### config.mk
export PLATFORM = sky130hd
export DESIGN_NAME = supervisor_timer_compare
export DESIGN_NICKNAME = d
export VERILOG_FILES = /design/src/stimer_pkg.sv /design/src/stimer_cmp.sv /design/src/supervisor_timer_compare.sv
export SDC_FILE = /design/constraint.sdc
export NUM_CORES = 1
export LEC_CHECK = 0
export BUFFER_PORTS_ARGS = -buffer_cell sky130_fd_sc_hd__buf_2
export CORE_ASPECT_RATIO = 1.5
export CORE_MARGIN = 1
export CORE_UTILIZATION = 45
export DETAILED_ROUTE_END_ITERATION = 16
export PLACE_DENSITY = 0.78
export SLEW_MARGIN = 15
export SYNTH_ARGS = -nofsm -noshare
export SYNTH_HDL_FRONTEND = slang
export SYNTH_SLANG_ARGS = --single-unit
### constraint.sdc
create_clock -name ref_clk_i -period 2.47 [get_ports ref_clk_i]
set_input_delay 0.1235 -clock ref_clk_i [delete_from_list [all_inputs] [get_ports ref_clk_i]]
set_output_delay 0.1235 -clock ref_clk_i [all_outputs]
set_load 0.05 [all_outputs]
### src/stimer_pkg.sv
// Contract
// - compare value is one 64-bit register, full precision in both widths.
// - in 32-bit mode low CSR reaches bits 31:0, high CSR bits 63:32.
// - CSR 0x14D decodes as compare (low half), 0x15D as high half.
// - pending is set while time >= compare, both taken as unsigned.
// - a change of the comparison reaches pending after a bounded lag.
// - the interrupt stays posted until compare is above time.
// - interrupt taken only through normal enable and delegation gating.
// - without compare facility, machine pending bit is software writable.
// - with compare facility, machine pending bit is read-only compare signal.
// - supervisor pending bit is read-only, environment or compare driven.
// - compare write at or below time sets pending, above time clears it.
// - supervisor timer enable bits exist in machine and supervisor enables.
// - time access enable clear traps compare access below machine mode.
// - time access enable set permits supervisor access; guest needs hyp enable.
// - environment bit 63 enables facility; clear traps and restores legacy.
package stimer_pkg;
  localparam logic [11:0] CSR_CMP = 12'h14D;
  localparam logic [11:0] CSR_CMP_HI = 12'h15D;
  localparam int XLEN_64 = 64;
  localparam int FACILITY_BIT = 63;
  localparam logic [63:0] CMP_RESET = 64'hFFFFFFFFFFFFFFFF;
  localparam int CMP_LAG = 2;
  typedef enum logic [1:0] {MODE_U, MODE_S, MODE_RSVD, MODE_M} priv_t;
endpackage

### src/stimer_cmp.sv
`timescale 1ns/1ps
// registered unsigned comparator; one stage of lag keeps the 64-bit compare off the csr path
module stimer_cmp (
  // clock and reset
  input wire logic ref_clk_i,
  input wire logic srst_i,
  // operands
  input wire logic [63:0] time_i,
  input wire logic [63:0] cmp_i,
  // result
  output logic ge_o
);
  logic ge_reg;
  logic ge_next;

  always_comb begin
    ge_next = (time_i >= cmp_i);
  end

  always_ff @(posedge ref_clk_i) begin
    if (srst_i) begin
      ge_reg <= 1'b0;
    end else begin
      ge_reg <= ge_next;
    end
  end

  assign ge_o = ge_reg;
endmodule

### src/supervisor_timer_compare.sv
`timescale 1ns/1ps
module supervisor_timer_compare
  import stimer_pkg::*;
#(
  parameter int XLEN = 64,
  parameter bit IMPLEMENTED = 1'b1
) (
  // clock and reset
  input wire logic ref_clk_i,
  input wire logic srst_i,
  // platform time
  input wire logic [63:0] time_i,
  // csr access from the hart
  input wire logic csr_en_i,
  input wire logic csr_we_i,
  input wire logic [11:0] csr_addr_i,
  input wire logic [63:0] csr_wdata_i,
  input wire stimer_pkg::priv_t priv_i,
  input wire logic virt_i,
  // gating controls from other csrs
  input wire logic [63:0] menv_cfg_i,
  input wire logic time_access_enable_i,
  input wire logic hyp_time_access_enable_i,
  input wire logic henv_facility_enable_i,
  // legacy pending source
  input wire logic mip_supervisor_timer_pending_we_i,
  input wire logic mip_supervisor_timer_pending_wdata_i,
  input wire logic env_supervisor_timer_pending_i,
  // interrupt enables and delegation
  input wire logic mie_supervisor_timer_enable_we_i,
  input wire logic sie_supervisor_timer_enable_we_i,
  input wire logic supervisor_timer_enable_wdata_i,
  input wire logic sti_delegated_i,
  input wire logic mstatus_mie_i,
  input wire logic mstatus_sie_i,
  // results
  output logic [63:0] csr_rdata_o,
  output logic csr_hit_o,
  output logic illegal_o,
  output logic virt_trap_o,
  output logic supervisor_timer_pending_o,
  output logic supervisor_timer_enable_o,
  output logic irq_m_o,
  output logic irq_s_o
);
  import stimer_pkg::*;

  logic [63:0] cmp_reg, cmp_next;
  logic supervisor_timer_pending_sw_reg, supervisor_timer_pending_sw_next;
  logic supervisor_timer_enable_reg, supervisor_timer_enable_next;
  logic pend_reg, pend_next;
  logic [63:0] rdata_reg, rdata_next;
  logic hit_reg, hit_next;
  logic ill_reg, ill_next;
  logic vt_reg, vt_next;
  logic irqm_reg, irqm_next;
  logic irqs_reg, irqs_next;
  logic ge;
  logic facility;
  logic is_lo, is_hi, sel, ok;

  stimer_cmp u_cmp (
    .ref_clk_i(ref_clk_i),
    .srst_i(srst_i),
    .time_i(time_i),
    .cmp_i(cmp_reg),
    .ge_o(ge)
  );

  // decode and access gating
  always_comb begin
    facility = IMPLEMENTED && menv_cfg_i[FACILITY_BIT];
    // csr number decode, high half only in 32-bit mode
    is_lo = (csr_addr_i == CSR_CMP);
    is_hi = (csr_addr_i == CSR_CMP_HI) && (XLEN != XLEN_64);
    sel = csr_en_i && IMPLEMENTED && (is_lo || is_hi);
    ill_next = 1'b0;
    vt_next = 1'b0;
    // time access enable clear traps below machine mode
    if (sel && priv_i != MODE_M && (!time_access_enable_i || !facility)) begin
      ill_next = 1'b1;
    // only supervisor level may reach it, so plain user mode traps
    end else if (sel && priv_i == MODE_U && !virt_i) begin
      ill_next = 1'b1;
    // guest access needs hypervisor enables; guest user mode never gets through
    end else if (sel && priv_i != MODE_M && virt_i &&
                 (!hyp_time_access_enable_i || !henv_facility_enable_i ||
                  priv_i == MODE_U)) begin
      vt_next = 1'b1;
    end
    ok = sel && !ill_next && !vt_next;
  end

  // compare register and legacy pending state
  always_comb begin
    cmp_next = cmp_reg;
    if (ok && csr_we_i) begin
      // full 64 bits or one half
      if (XLEN == XLEN_64) begin
        cmp_next = csr_wdata_i;
      end else if (is_lo) begin
        cmp_next[31:0] = csr_wdata_i[31:0];
      end else begin
        cmp_next[63:32] = csr_wdata_i[31:0];
      end
    end
    supervisor_timer_pending_sw_next = supervisor_timer_pending_sw_reg;
    // writable machine pending only when facility absent
    if (mip_supervisor_timer_pending_we_i && !facility) begin
      supervisor_timer_pending_sw_next = mip_supervisor_timer_pending_wdata_i;
    end
    // enable bit shared by machine and supervisor views
    supervisor_timer_enable_next = supervisor_timer_enable_reg;
    if (mie_supervisor_timer_enable_we_i || sie_supervisor_timer_enable_we_i) begin
      supervisor_timer_enable_next = supervisor_timer_enable_wdata_i;
    end
  end

  // pending, read data and interrupt outputs
  always_comb begin
    // lag is CMP_LAG cycles after a write or time change
    pend_next = facility ? ge : (supervisor_timer_pending_sw_reg | env_supervisor_timer_pending_i);
    hit_next = ok;
    rdata_next = 64'h0000000000000000;
    if (ok) begin
      if (XLEN == XLEN_64) begin
        rdata_next = cmp_reg;
      end else if (is_lo) begin
        rdata_next = {32'h00000000, cmp_reg[31:0]};
      end else begin
        rdata_next = {32'h00000000, cmp_reg[63:32]};
      end
    end
    irqm_next = pend_reg && supervisor_timer_enable_reg && !sti_delegated_i &&
                ((priv_i != MODE_M) || mstatus_mie_i);
    irqs_next = pend_reg && supervisor_timer_enable_reg && sti_delegated_i &&
                ((priv_i == MODE_U) || (priv_i == MODE_S && mstatus_sie_i));
  end

  always_ff @(posedge ref_clk_i) begin
    if (srst_i) begin
      cmp_reg <= CMP_RESET;
      supervisor_timer_pending_sw_reg <= 1'b0;
      supervisor_timer_enable_reg <= 1'b0;
      pend_reg <= 1'b0;
      rdata_reg <= 64'h0000000000000000;
      hit_reg <= 1'b0;
      ill_reg <= 1'b0;
      vt_reg <= 1'b0;
      irqm_reg <= 1'b0;
      irqs_reg <= 1'b0;
    end else begin
      cmp_reg <= cmp_next;
      supervisor_timer_pending_sw_reg <= supervisor_timer_pending_sw_next;
      supervisor_timer_enable_reg <= supervisor_timer_enable_next;
      pend_reg <= pend_next;
      rdata_reg <= rdata_next;
      hit_reg <= hit_next;
      ill_reg <= ill_next;
      vt_reg <= vt_next;
      irqm_reg <= irqm_next;
      irqs_reg <= irqs_next;
    end
  end

  assign csr_rdata_o = rdata_reg;
  assign csr_hit_o = hit_reg;
  assign illegal_o = ill_reg;
  assign virt_trap_o = vt_reg;
  assign supervisor_timer_pending_o = pend_reg;
  assign supervisor_timer_enable_o = supervisor_timer_enable_reg;
  assign irq_m_o = irqm_reg;
  assign irq_s_o = irqs_reg;

  // pending follows compare two cycles later when facility stays on
  a_pend_follows: assert property (@(posedge ref_clk_i) disable iff (srst_i)
    facility && $past(facility) && $past(facility, 2) |->
      pend_reg == ($past(time_i, 2) >= $past(cmp_reg, 2)))
    else $error("pending does not follow compare");

  a_write_full: assert property (@(posedge ref_clk_i) disable iff (srst_i)
    ok && csr_we_i && XLEN == XLEN_64 |=> cmp_reg == $past(csr_wdata_i))
    else $error("compare write lost");

  a_trap_tm: assert property (@(posedge ref_clk_i) disable iff (srst_i)
    sel && priv_i != MODE_M && !time_access_enable_i |=> ill_reg && !hit_reg)
    else $error("missing illegal trap");

  a_trap_hold: assert property (@(posedge ref_clk_i) disable iff (srst_i)
    ill_next |=> cmp_reg == $past(cmp_reg))
    else $error("trapped access changed compare");

  a_legacy_pend: assert property (@(posedge ref_clk_i) disable iff (srst_i)
    !facility && mip_supervisor_timer_pending_we_i ##1 !facility |=>
      pend_reg == ($past(mip_supervisor_timer_pending_wdata_i, 2) | $past(env_supervisor_timer_pending_i)))
    else $error("legacy pending not writable");

  a_ro_pend: assert property (@(posedge ref_clk_i) disable iff (srst_i)
    facility && mip_supervisor_timer_pending_we_i |=> supervisor_timer_pending_sw_reg == $past(supervisor_timer_pending_sw_reg))
    else $error("pending written while read-only");

  a_virt_trap: assert property (@(posedge ref_clk_i) disable iff (srst_i)
    sel && priv_i == MODE_S && virt_i && time_access_enable_i && facility &&
    !hyp_time_access_enable_i |=> vt_reg && !ill_reg)
    else $error("missing virtual trap");

  a_user_trap: assert property (@(posedge ref_clk_i) disable iff (srst_i)
    sel && priv_i == MODE_U |=> !hit_reg && (ill_reg || vt_reg))
    else $error("user mode access not refused");

  a_irq_gate: assert property (@(posedge ref_clk_i) disable iff (srst_i)
    irq_m_o || irq_s_o |-> $past(pend_reg) && $past(supervisor_timer_enable_reg))
    else $error("interrupt without pending and enable");

  a_enable_write: assert property (@(posedge ref_clk_i) disable iff (srst_i)
    mie_supervisor_timer_enable_we_i |=> supervisor_timer_enable_reg == $past(supervisor_timer_enable_wdata_i))
    else $error("enable bit not written");
endmodule

---- After elaboration in Yosys (flattened, before gate mapping) ----
Cells that the tools add are included.
storage, ports and cells
  input port bits ......................... 223
  register bits ........................... 137
  output and inout port bits .............. 71
  logic and storage cells ................. 56
cells by class
  order comparisons ....................... 1
  bitwise gates (word level) .............. 2
  reductions and logical operators ........ 33
  eq/ne operators ......................... 3
  multiplexer cells ....................... 6
operators by type and width
  kind                   number
  $ge A64 B64 Y1         1
  $logic_and A1 B1 Y1    17
  $eq A12 B9 Y1 const B  1
  $logic_not A1 Y1       8
  $logic_or A1 B1 Y1     6
  $mux W1                6
  $eq A2 B1 Y1 const B   1
  $logic_not A2 Y1       1
  $ne A2 B2 Y1 const B   1
  $reduce_or A2 Y1       1
  $not A1 Y1             1
  $or A1 B1 Y1           1

---- Longest topological paths before layout ----
Gate-level depths: netlist of run 1.
  word-level depth ........................ 12
  mapped depth ............................ 8
  mapped depth without buffers ............ 8

---- Hierarchy ----
Synthesis of run 1 repeated with hierarchy kept, for this count alone.
unflattened totals
  cell total of the unflattened synthesis .. 684
  area total of the unflattened synthesis .. 6272.3 um^2
modules (own cells, without submodules)
  module                    times used  area an instance (um^2)  cells each  sequential area each (um^2)
  supervisor_timer_compare  1           4630.7                   455         2722.6
  stimer_cmp                1           1641.6                   229         20.0

---- Worst setup path after synthesis of run 1 ----
OpenSTA, ideal clock, no wires.
  kind .................................... register to register
  start ................................... register cmp_reg[14]
  end ..................................... register u_cmp.ge_reg, in the netlist u_cmp.ge_o
  slack ................................... 0.562 ns
  arrival ................................. 1.777 ns
  period minus slack after synthesis ...... 1.908 ns
  stages on the path, launching flop included .. 9
  path buffers ............................ 0
  cell sequence ........................... dfxtp_1 > inv_1 > ha_1 > a21oi_1 > nand2_1 > a221o_1 > o31a_1 > a2111oi_0 > o21ai_0
between the ends
  cells in the longest elaborated chain, start to end .. 1
ends and longest elaborated chain
  item                    line                             RTL
  from (decl)             supervisor_timer_compare.sv:48   logic [63:0] cmp_reg, cmp_next;
  from (signal assigned)  supervisor_timer_compare.sv:153  cmp_reg <= cmp_next;
  $ge A64 B64 Y1          stimer_cmp.sv:17                 ge_next = (time_i >= cmp_i);
  to (signal assigned)    stimer_cmp.sv:24                 ge_reg <= ge_next;
  to (decl)               stimer_cmp.sv:13                 logic ge_reg;
Every way passes these cells.
A chain may end at the register's enable or synchronous reset.

---- Final worst setup path of run 1 ----
Same ends and word-level chain as after synthesis.

==> results of run 1 <==
[logic make-up (layout without fill, tap and decap cells)]
logic type	count (synthesis)	count (layout)	share of synthesized area, %
AO/OA/AOI/OAI	123	123	14.3
AND/OR/NAND/NOR	200	200	16.5
buffers and inverters	103	411	7.53
flip-flops	137	137	47.4
multiplexers	2	2	0.346
adder cells (fa/ha/maj)	64	64	13.9
[cell type report]
cell class	instances	share of cell area, %
inverter	68	3.02
sequential	137	32.4
timing repair buffer	311	23.3
clock buffer	21	5.32
clock inverter	11	2.85
multi-input combinational	389	30.8
tap	156	2.31
[power breakdown]
| group | switching [W] | internal, W |
|---|---|---|
| Combinational | 0.000158 | 0.000204 |
| Sequential | 0.00000187 | 0.00221 |
| Clock | 0.000942 | 0.00203 |
| Total | 0.00110 | 0.00445 |
[per-stage QoR]
| step | setup slack [ps] | std cells |
|---|---|---|
| 2_1_floorplan | 562 | 629 |
| 3_3_place_gp | 249 | 991 |
| 3_5_place_dp | 207 | 991 |
| 4_1_cts | 218 | 1093 |
| 5_1_grt | 81.9 | 1093 |
| 6_report | 224 | 1093 |
[routing by layer]
layer | up-vias | wire length, um
li1 | 2793 | -
met1 | 2606 | 6580
met2 | 246 | 8900
met3 | 46 | 1040
met4 | 0 | 639
met5 | - | 0
[synth_stat cells, drive strengths merged]
| cell | number | area, um2 |
|---|---|---|
| nand2 | 81 | 304 |
| dfxtp | 137 | 2740 |
| buf | 20 | 124 |
| nand4 | 14 | 87.6 |
| o211a | 1 | 10.0 |
| nor4 | 4 | 25.0 |
| o21bai | 1 | 7.51 |
| nand3 | 7 | 35.0 |
| nor3 | 65 | 325 |
| a21o | 4 | 30.0 |
| nand2b | 1 | 6.26 |
| o211ai | 65 | 488 |
| nor2b | 5 | 31.3 |
| nor4b | 2 | 23.8 |
| or3b | 1 | 8.76 |
| a21oi | 28 | 140 |
| nor3b | 1 | 7.51 |
| nor2 | 14 | 60.1 |
| o21ai | 13 | 65.1 |
| a2bb2oi | 1 | 8.76 |
| o21a | 1 | 7.51 |
| nor4bb | 1 | 10.0 |
| nand4b | 1 | 8.76 |
| a221o | 1 | 10.0 |
| clkbuf | 15 | 56.3 |
| o22ai | 1 | 6.26 |
| and2 | 2 | 12.5 |
| or4 | 1 | 7.51 |
| mux2i | 2 | 20.0 |
| o31a | 1 | 8.76 |
| inv | 68 | 255 |
| ha | 64 | 801 |
| a211oi | 2 | 15.0 |
| a2111oi | 2 | 17.5 |
| a31oi | 1 | 6.26 |
| a21boi | 1 | 7.51 |
[cells in the final DEF, fill, tap and decap left out, types with 4 or more instances in the layout]
cell type / n
a21oi_1: 28
buf_4: 8
ha_1: 64
buf_2: 230
a21o_1: 4
bufinv_16: 7
clkbuf_16: 17
nor3_1: 65
nand2_1: 81
nor4_1: 4
nand3_1: 7
dlygate4sd3_1: 70
nor2b_1: 5
inv_1: 67
nand4_1: 14
o211ai_1: 65
o21ai_0: 13
nor2_1: 13
dfxtp_1: 137
[timing repair]
| action | in CTS | in global routing |
|---|---|---|
| gates resized for setup | 0 | 0 |
| endpoints found under the setup margin | 0 | 0 |
| hold endpoints to repair | 68 | 0 |
| setup buffers | 0 | 0 |
| hold buffers | 70 | 0 |
[worst min-delay path: stages]
cell	delay, ps
buf_2	100
nand2_1	70
o211ai_1	100
[final timing paths]
kind / to / slack (ps) / cells after the start
worst max-delay path: u_cmp.ge_o / 220 / 9
worst min-delay path: cmp_reg[19] / 30 / 3
worst max register to register: u_cmp.ge_o / 220 / 9
worst min register to register: csr_rdata_o[42] / 480 / 2
==> flow_metrics.env, run 1 <==
export IMPL_vias_per_cell=5.21
export IMPL_final_hold_violation_count=0
export IMPL_fin_setup_tns_ps=0
export IMPL_synth_warnings=0
export IMPL_slew_violations=0
export IMPL_clock_sinks=137
export IMPL_seq_area_mm2=0.00274
export IMPL_total_power_w=0.00555
export IMPL_clk_pin_slew_ps=60
export IMPL_fin_skew_ps=5.94
export IMPL_cp_arrival_ps=2540
export IMPL_final_cell_area_mm2=0.00846
export IMPL_multi_input_area_mm2=0.00260
export IMPL_cp_slowest_cell="a221o_1"
export IMPL_slew_headroom_pct=49.7
export IMPL_status="complete, no violations"
export IMPL_crit_family="compound AO/OA/AOI/OAI gates"
export IMPL_drive_above_1_share_pct=29.2
export IMPL_rsz0062_at_grt="false"
export IMPL_cts_path_max_buffers=2
export IMPL_cp_required_ps=2760
export IMPL_final_util_pct=67.6
export IMPL_antenna_found_initial=0
export IMPL_drc_errors=0
export IMPL_start_util_pct=46.2
export IMPL_slowest_delay_ps=370
export IMPL_grt_pass1_wl_um=26900
export IMPL_drt_pass1_iter_count=4
export IMPL_min_period_ps=2250
export IMPL_drt_iter0_markers=205
export IMPL_ys_ff_latch=137
export IMPL_max_vdd_ir_drop_uv=430
export IMPL_p_leak_nw=4.45
export IMPL_dpl_hpwl_um=11400
export IMPL_hold_start="csr_wdata_i[19]"
export IMPL_place_congestion=0.798
export IMPL_area_delta_synth_final_pct=46.3
export IMPL_max_freq_mhz=445
export IMPL_port_buffers=230
export IMPL_die_w_um=94.5
export IMPL_cts_root_buf="clkbuf_16"
export IMPL_tritoncts="done"
export IMPL_grt_overflow=0
export IMPL_hold_class="input port to flip-flop"
export IMPL_path_buf_inv=2
export IMPL_die_area_mm2=0.0133
export IMPL_ys_seq_area_share_pct=47.4
export IMPL_cap_violations=0
export IMPL_met3_usage_pct=5.18
export IMPL_io_pins=294
export IMPL_htreeDepth=4
export IMPL_start_kind="flip-flop"
export IMPL_ys_types=40
export IMPL_worst_setup_path_type="flip-flop to flip-flop"
export IMPL_worstMarginPinSlew_ps=754
export IMPL_p_per_area_mw_per_mm2=656
export IMPL_grt_pass1_vias=5925
export IMPL_fp_coreArea_mm2=0.0125
export IMPL_vias=5691
export IMPL_met1_usage_pct=27.9
export IMPL_fin_crit_sh_pct=90.9
export IMPL_fillCellCount=958
export IMPL_cp_max_fo=3
export IMPL_setup_viol=0
export IMPL_worstPathCellList="inv_1 -> ha_1 -> a21oi_1 -> nand2_1 -> a221o_1 -> o31a_1 -> a2111oi_0 -> buf_4 -> o21ai_0"
export IMPL_grt_max_degree=65
export IMPL_diodes=0
export IMPL_clock_latency_ps=410
export IMPL_ant_nets=0
export IMPL_cp_end_kind="flip-flop"
export IMPL_numCtsBuffers=17
export IMPL_busiest_layer="met2"
export IMPL_avgRoutedWirePerCell_um=15.7
export IMPL_placed_area_mm2=0.00707
export IMPL_syn_inst=629
export IMPL_whs_ps=30.6
export IMPL_cp_startpoint="cmp_reg[14]"
export IMPL_die_h_um=141
export IMPL_syn_nets=916
export IMPL_rows=50
export IMPL_synth_area_mm2=0.00578
export IMPL_syn_avg_cell_area_um2=9.19
export IMPL_grt_use_met2_pct=48.1
export IMPL_routed_wl_um=17200
export IMPL_grtUsageTotal_pct=26.3
export IMPL_r2r_start="cmp_reg[14]"
export IMPL_nNetsFinal=1211
No activity file was read; power rests on OpenSTA's default activity.
==> run 2, diff against run 1 <==
--- a/config.mk
+++ b/config.mk
@@ -7,10 +7,10 @@
 export LEC_CHECK = 0
 export BUFFER_PORTS_ARGS = -buffer_cell sky130_fd_sc_hd__buf_2
 export CORE_ASPECT_RATIO = 1.5
-export CORE_MARGIN = 1
-export CORE_UTILIZATION = 45
+export CORE_MARGIN = 5
+export CORE_UTILIZATION = 41
 export DETAILED_ROUTE_END_ITERATION = 16
-export PLACE_DENSITY = 0.78
+export PLACE_DENSITY = 0.75
 export SLEW_MARGIN = 15
 export SYNTH_ARGS = -nofsm -noshare
 export SYNTH_HDL_FRONTEND = slang
==> constraint.sdc (replaced) <==
create_clock -name ref_clk_i -period 1.8 [get_ports ref_clk_i]
set_input_delay 0.09 -clock ref_clk_i [delete_from_list [all_inputs] [get_ports ref_clk_i]]
set_output_delay 0.09 -clock ref_clk_i [all_outputs]
set_load 0.05 [all_outputs]
==> run 2 against run 1 <==
The flow now finishes with violations (negative setup slack). First-iteration DRC count grew 0.49%. Clock skew up 6.6 ps. Wire length is 13% higher. Via count grew 5.5%. Combinational power is 49% higher. Global-route usage decreased by 3.8 points. Clock power up 11%. Maximum frequency increased by 15%. Largest power group unchanged.
==> flow_metrics.env, run 2 (synthesis results as in run 1) <==
export IMPL_fin_skew_ps=12.6
export IMPL_rsz0062_at_grt="true"
export IMPL_dpl_hpwl_um=13200
export IMPL_max_freq_mhz=511
export IMPL_drc_errors=0
export IMPL_cp_max_fo=2
export IMPL_cp_end_kind="flip-flop"
export IMPL_start_util_pct=41.5
export IMPL_start_kind="flip-flop"
export IMPL_layout_common_cells="230 x buf_2, 128 x dfxtp_1, 80 x nand2_1, 73 x buf_4, 72 x dlygate4sd3_1"
export IMPL_cts_path_max_buffers=2
export IMPL_fp_coreArea_mm2=0.0139
export IMPL_routed_wl_um=19300
export IMPL_total_power_w=0.00689
export IMPL_tritoncts="done"
export IMPL_grt_pass1_vias=6317
export IMPL_slew_violations=0
export IMPL_failed_checks="negative setup slack"
export IMPL_numCtsBuffers=17
export IMPL_max_vdd_ir_drop_uv=522
export IMPL_die_w_um=107
export IMPL_grt_max_degree=73
export IMPL_place_congestion=0.845
export IMPL_final_common_cell="buf_2"
export IMPL_crit_family="compound AO/OA/AOI/OAI gates"
export IMPL_dp_cells=1066
export IMPL_grt_pass1_wl_um=29600
export IMPL_worst_setup_path_type="flip-flop to flip-flop"
export IMPL_p_leak_nw=4.74
export IMPL_grt_overflow=0
export IMPL_avgRoutedWirePerCell_um=16.5
export IMPL_cp_slowest_cell="dfxtp_2"
export IMPL_cap_violations=0
export IMPL_die_h_um=155
export IMPL_setup_viol=1
export IMPL_drt_pass1_iter_count=4
export IMPL_area_delta_synth_final_pct=58.2
export IMPL_cp_required_ps=2140
export IMPL_ant_nets=0
export IMPL_fin_crit_sh_pct=109
export IMPL_worstMarginPinSlew_ps=744
export IMPL_slowest_delay_ps=330
export IMPL_path_buf_inv=2
export IMPL_antenna_found_initial=1
export IMPL_vias_per_cell=5.12
export IMPL_grtUsageTotal_pct=22.4
export IMPL_worst_slack_ps=-157
export IMPL_rows=53
export IMPL_slew_headroom_pct=50.4
export IMPL_drt_iter0_markers=206
export IMPL_drive_above_1_share_pct=38.3
export IMPL_cts_root_buf="clkbuf_16"
export IMPL_final_hold_violation_count=0
export IMPL_nNetsFinal=1281
export IMPL_clk_pin_slew_ps=60
export IMPL_vias=6006
export IMPL_htreeDepth=4
export IMPL_clock_latency_ps=410
export IMPL_p_per_area_mw_per_mm2=753
export IMPL_port_buffers=230
export IMPL_io_pins=294
export IMPL_clock_sinks=137
export IMPL_min_period_ps=1960
export IMPL_die_area_mm2=0.0166
export IMPL_cp_arrival_ps=2290
export IMPL_worstPathCellList="inv_2 -> ha_4 -> nand4_1 -> buf_4 -> nor4_4 -> a21boi_2 -> o31a_1 -> a2111oi_4 -> o21ai_2"
export IMPL_fillCellCount=1086
export IMPL_hold_class="input port to flip-flop"
export IMPL_stdcell_count=1173
export IMPL_status="finished with violations"
[run 2: final timing paths]
check / end / slack (ps) / depth (start not counted) / from
min: supervisor_timer_pending_o / 20 / 3 / menv_cfg_i[63]
min reg2reg: csr_rdata_o[49] / 480 / 2 / cmp_reg[49]
max: u_cmp.ge_o / -160 / 9 / cmp_reg[11]
max reg2reg: u_cmp.ge_o / -160 / 9 / cmp_reg[11]
[run 2: worst register-to-register path: stages (launching register included)]
cell and delay, ps:
dfxtp_2 330, inv_2 50, ha_4 260, nand4_1 170, buf_4 200, nor4_4 250
a21boi_2 200, o31a_1 220, a2111oi_4 70, o21ai_2 150
[run 2: cell type report]
type / count / area [um2] / area share, %
Clock inverter: 13 / 119 / 1.30
Tap cell: 165 / 206 / 2.26
Sequential cell: 137 / 2750 / 30.1
Timing Repair Buffer: 381 / 2540 / 27.8
Inverter: 68 / 255 / 2.79
Clock buffer: 19 / 443 / 4.84
Multi-Input combinational cell: 389 / 2820 / 30.8
Antenna cell: 1 / 2.50 / 0.0274
[run 2: report_power, final]
part	switching (W)	internal [W]	total, W
logic	0.000235	0.000306	0.000540
clock network	0.00136	0.00195	0.00331
registers	0.00000203	0.00304	0.00304
total	0.00160	0.00529	0.00689
[run 2: stage by stage]
step	util (%)	setup TNS (ps)	setup slack, ps	area (um2)	hold WS [ps]
after floorplan	-	-4.42	-4.42	5920	167
after global placement	55.6	-8270	-247	7740	288
after detailed placement	55.6	-18550	-387	7740	288
after CTS	65.1	-192	-192	9070	0.167
after global routing	65.7	-251	-251	9150	32.5
final	65.7	-157	-157	9150	16.5
[run 2: per-layer routing]
| metal | part of all wire, % | vias up | global-route usage (%) |
|---|---|---|---|
| li1 | - | 2936 | - |
| met1 | 37 | 2816 | 22.5 |
| met2 | 54 | 212 | 43.1 |
| met3 | 5.8 | 42 | 6.06 |
| met4 | 2.9 | 0 | 8.65 |
| met5 | 0 | - | 0 |
[run 2: repair_timing]
item | in CTS | in global routing
hold buffers | 73 | 0
gates cloned | 0 | 1
resized for setup | 16 | 12
pin swaps | 5 | 12
endpoints found under the setup margin | 1 | 7
setup buffers | 0 | 2
endpoints found under the hold margin | 69 | 0
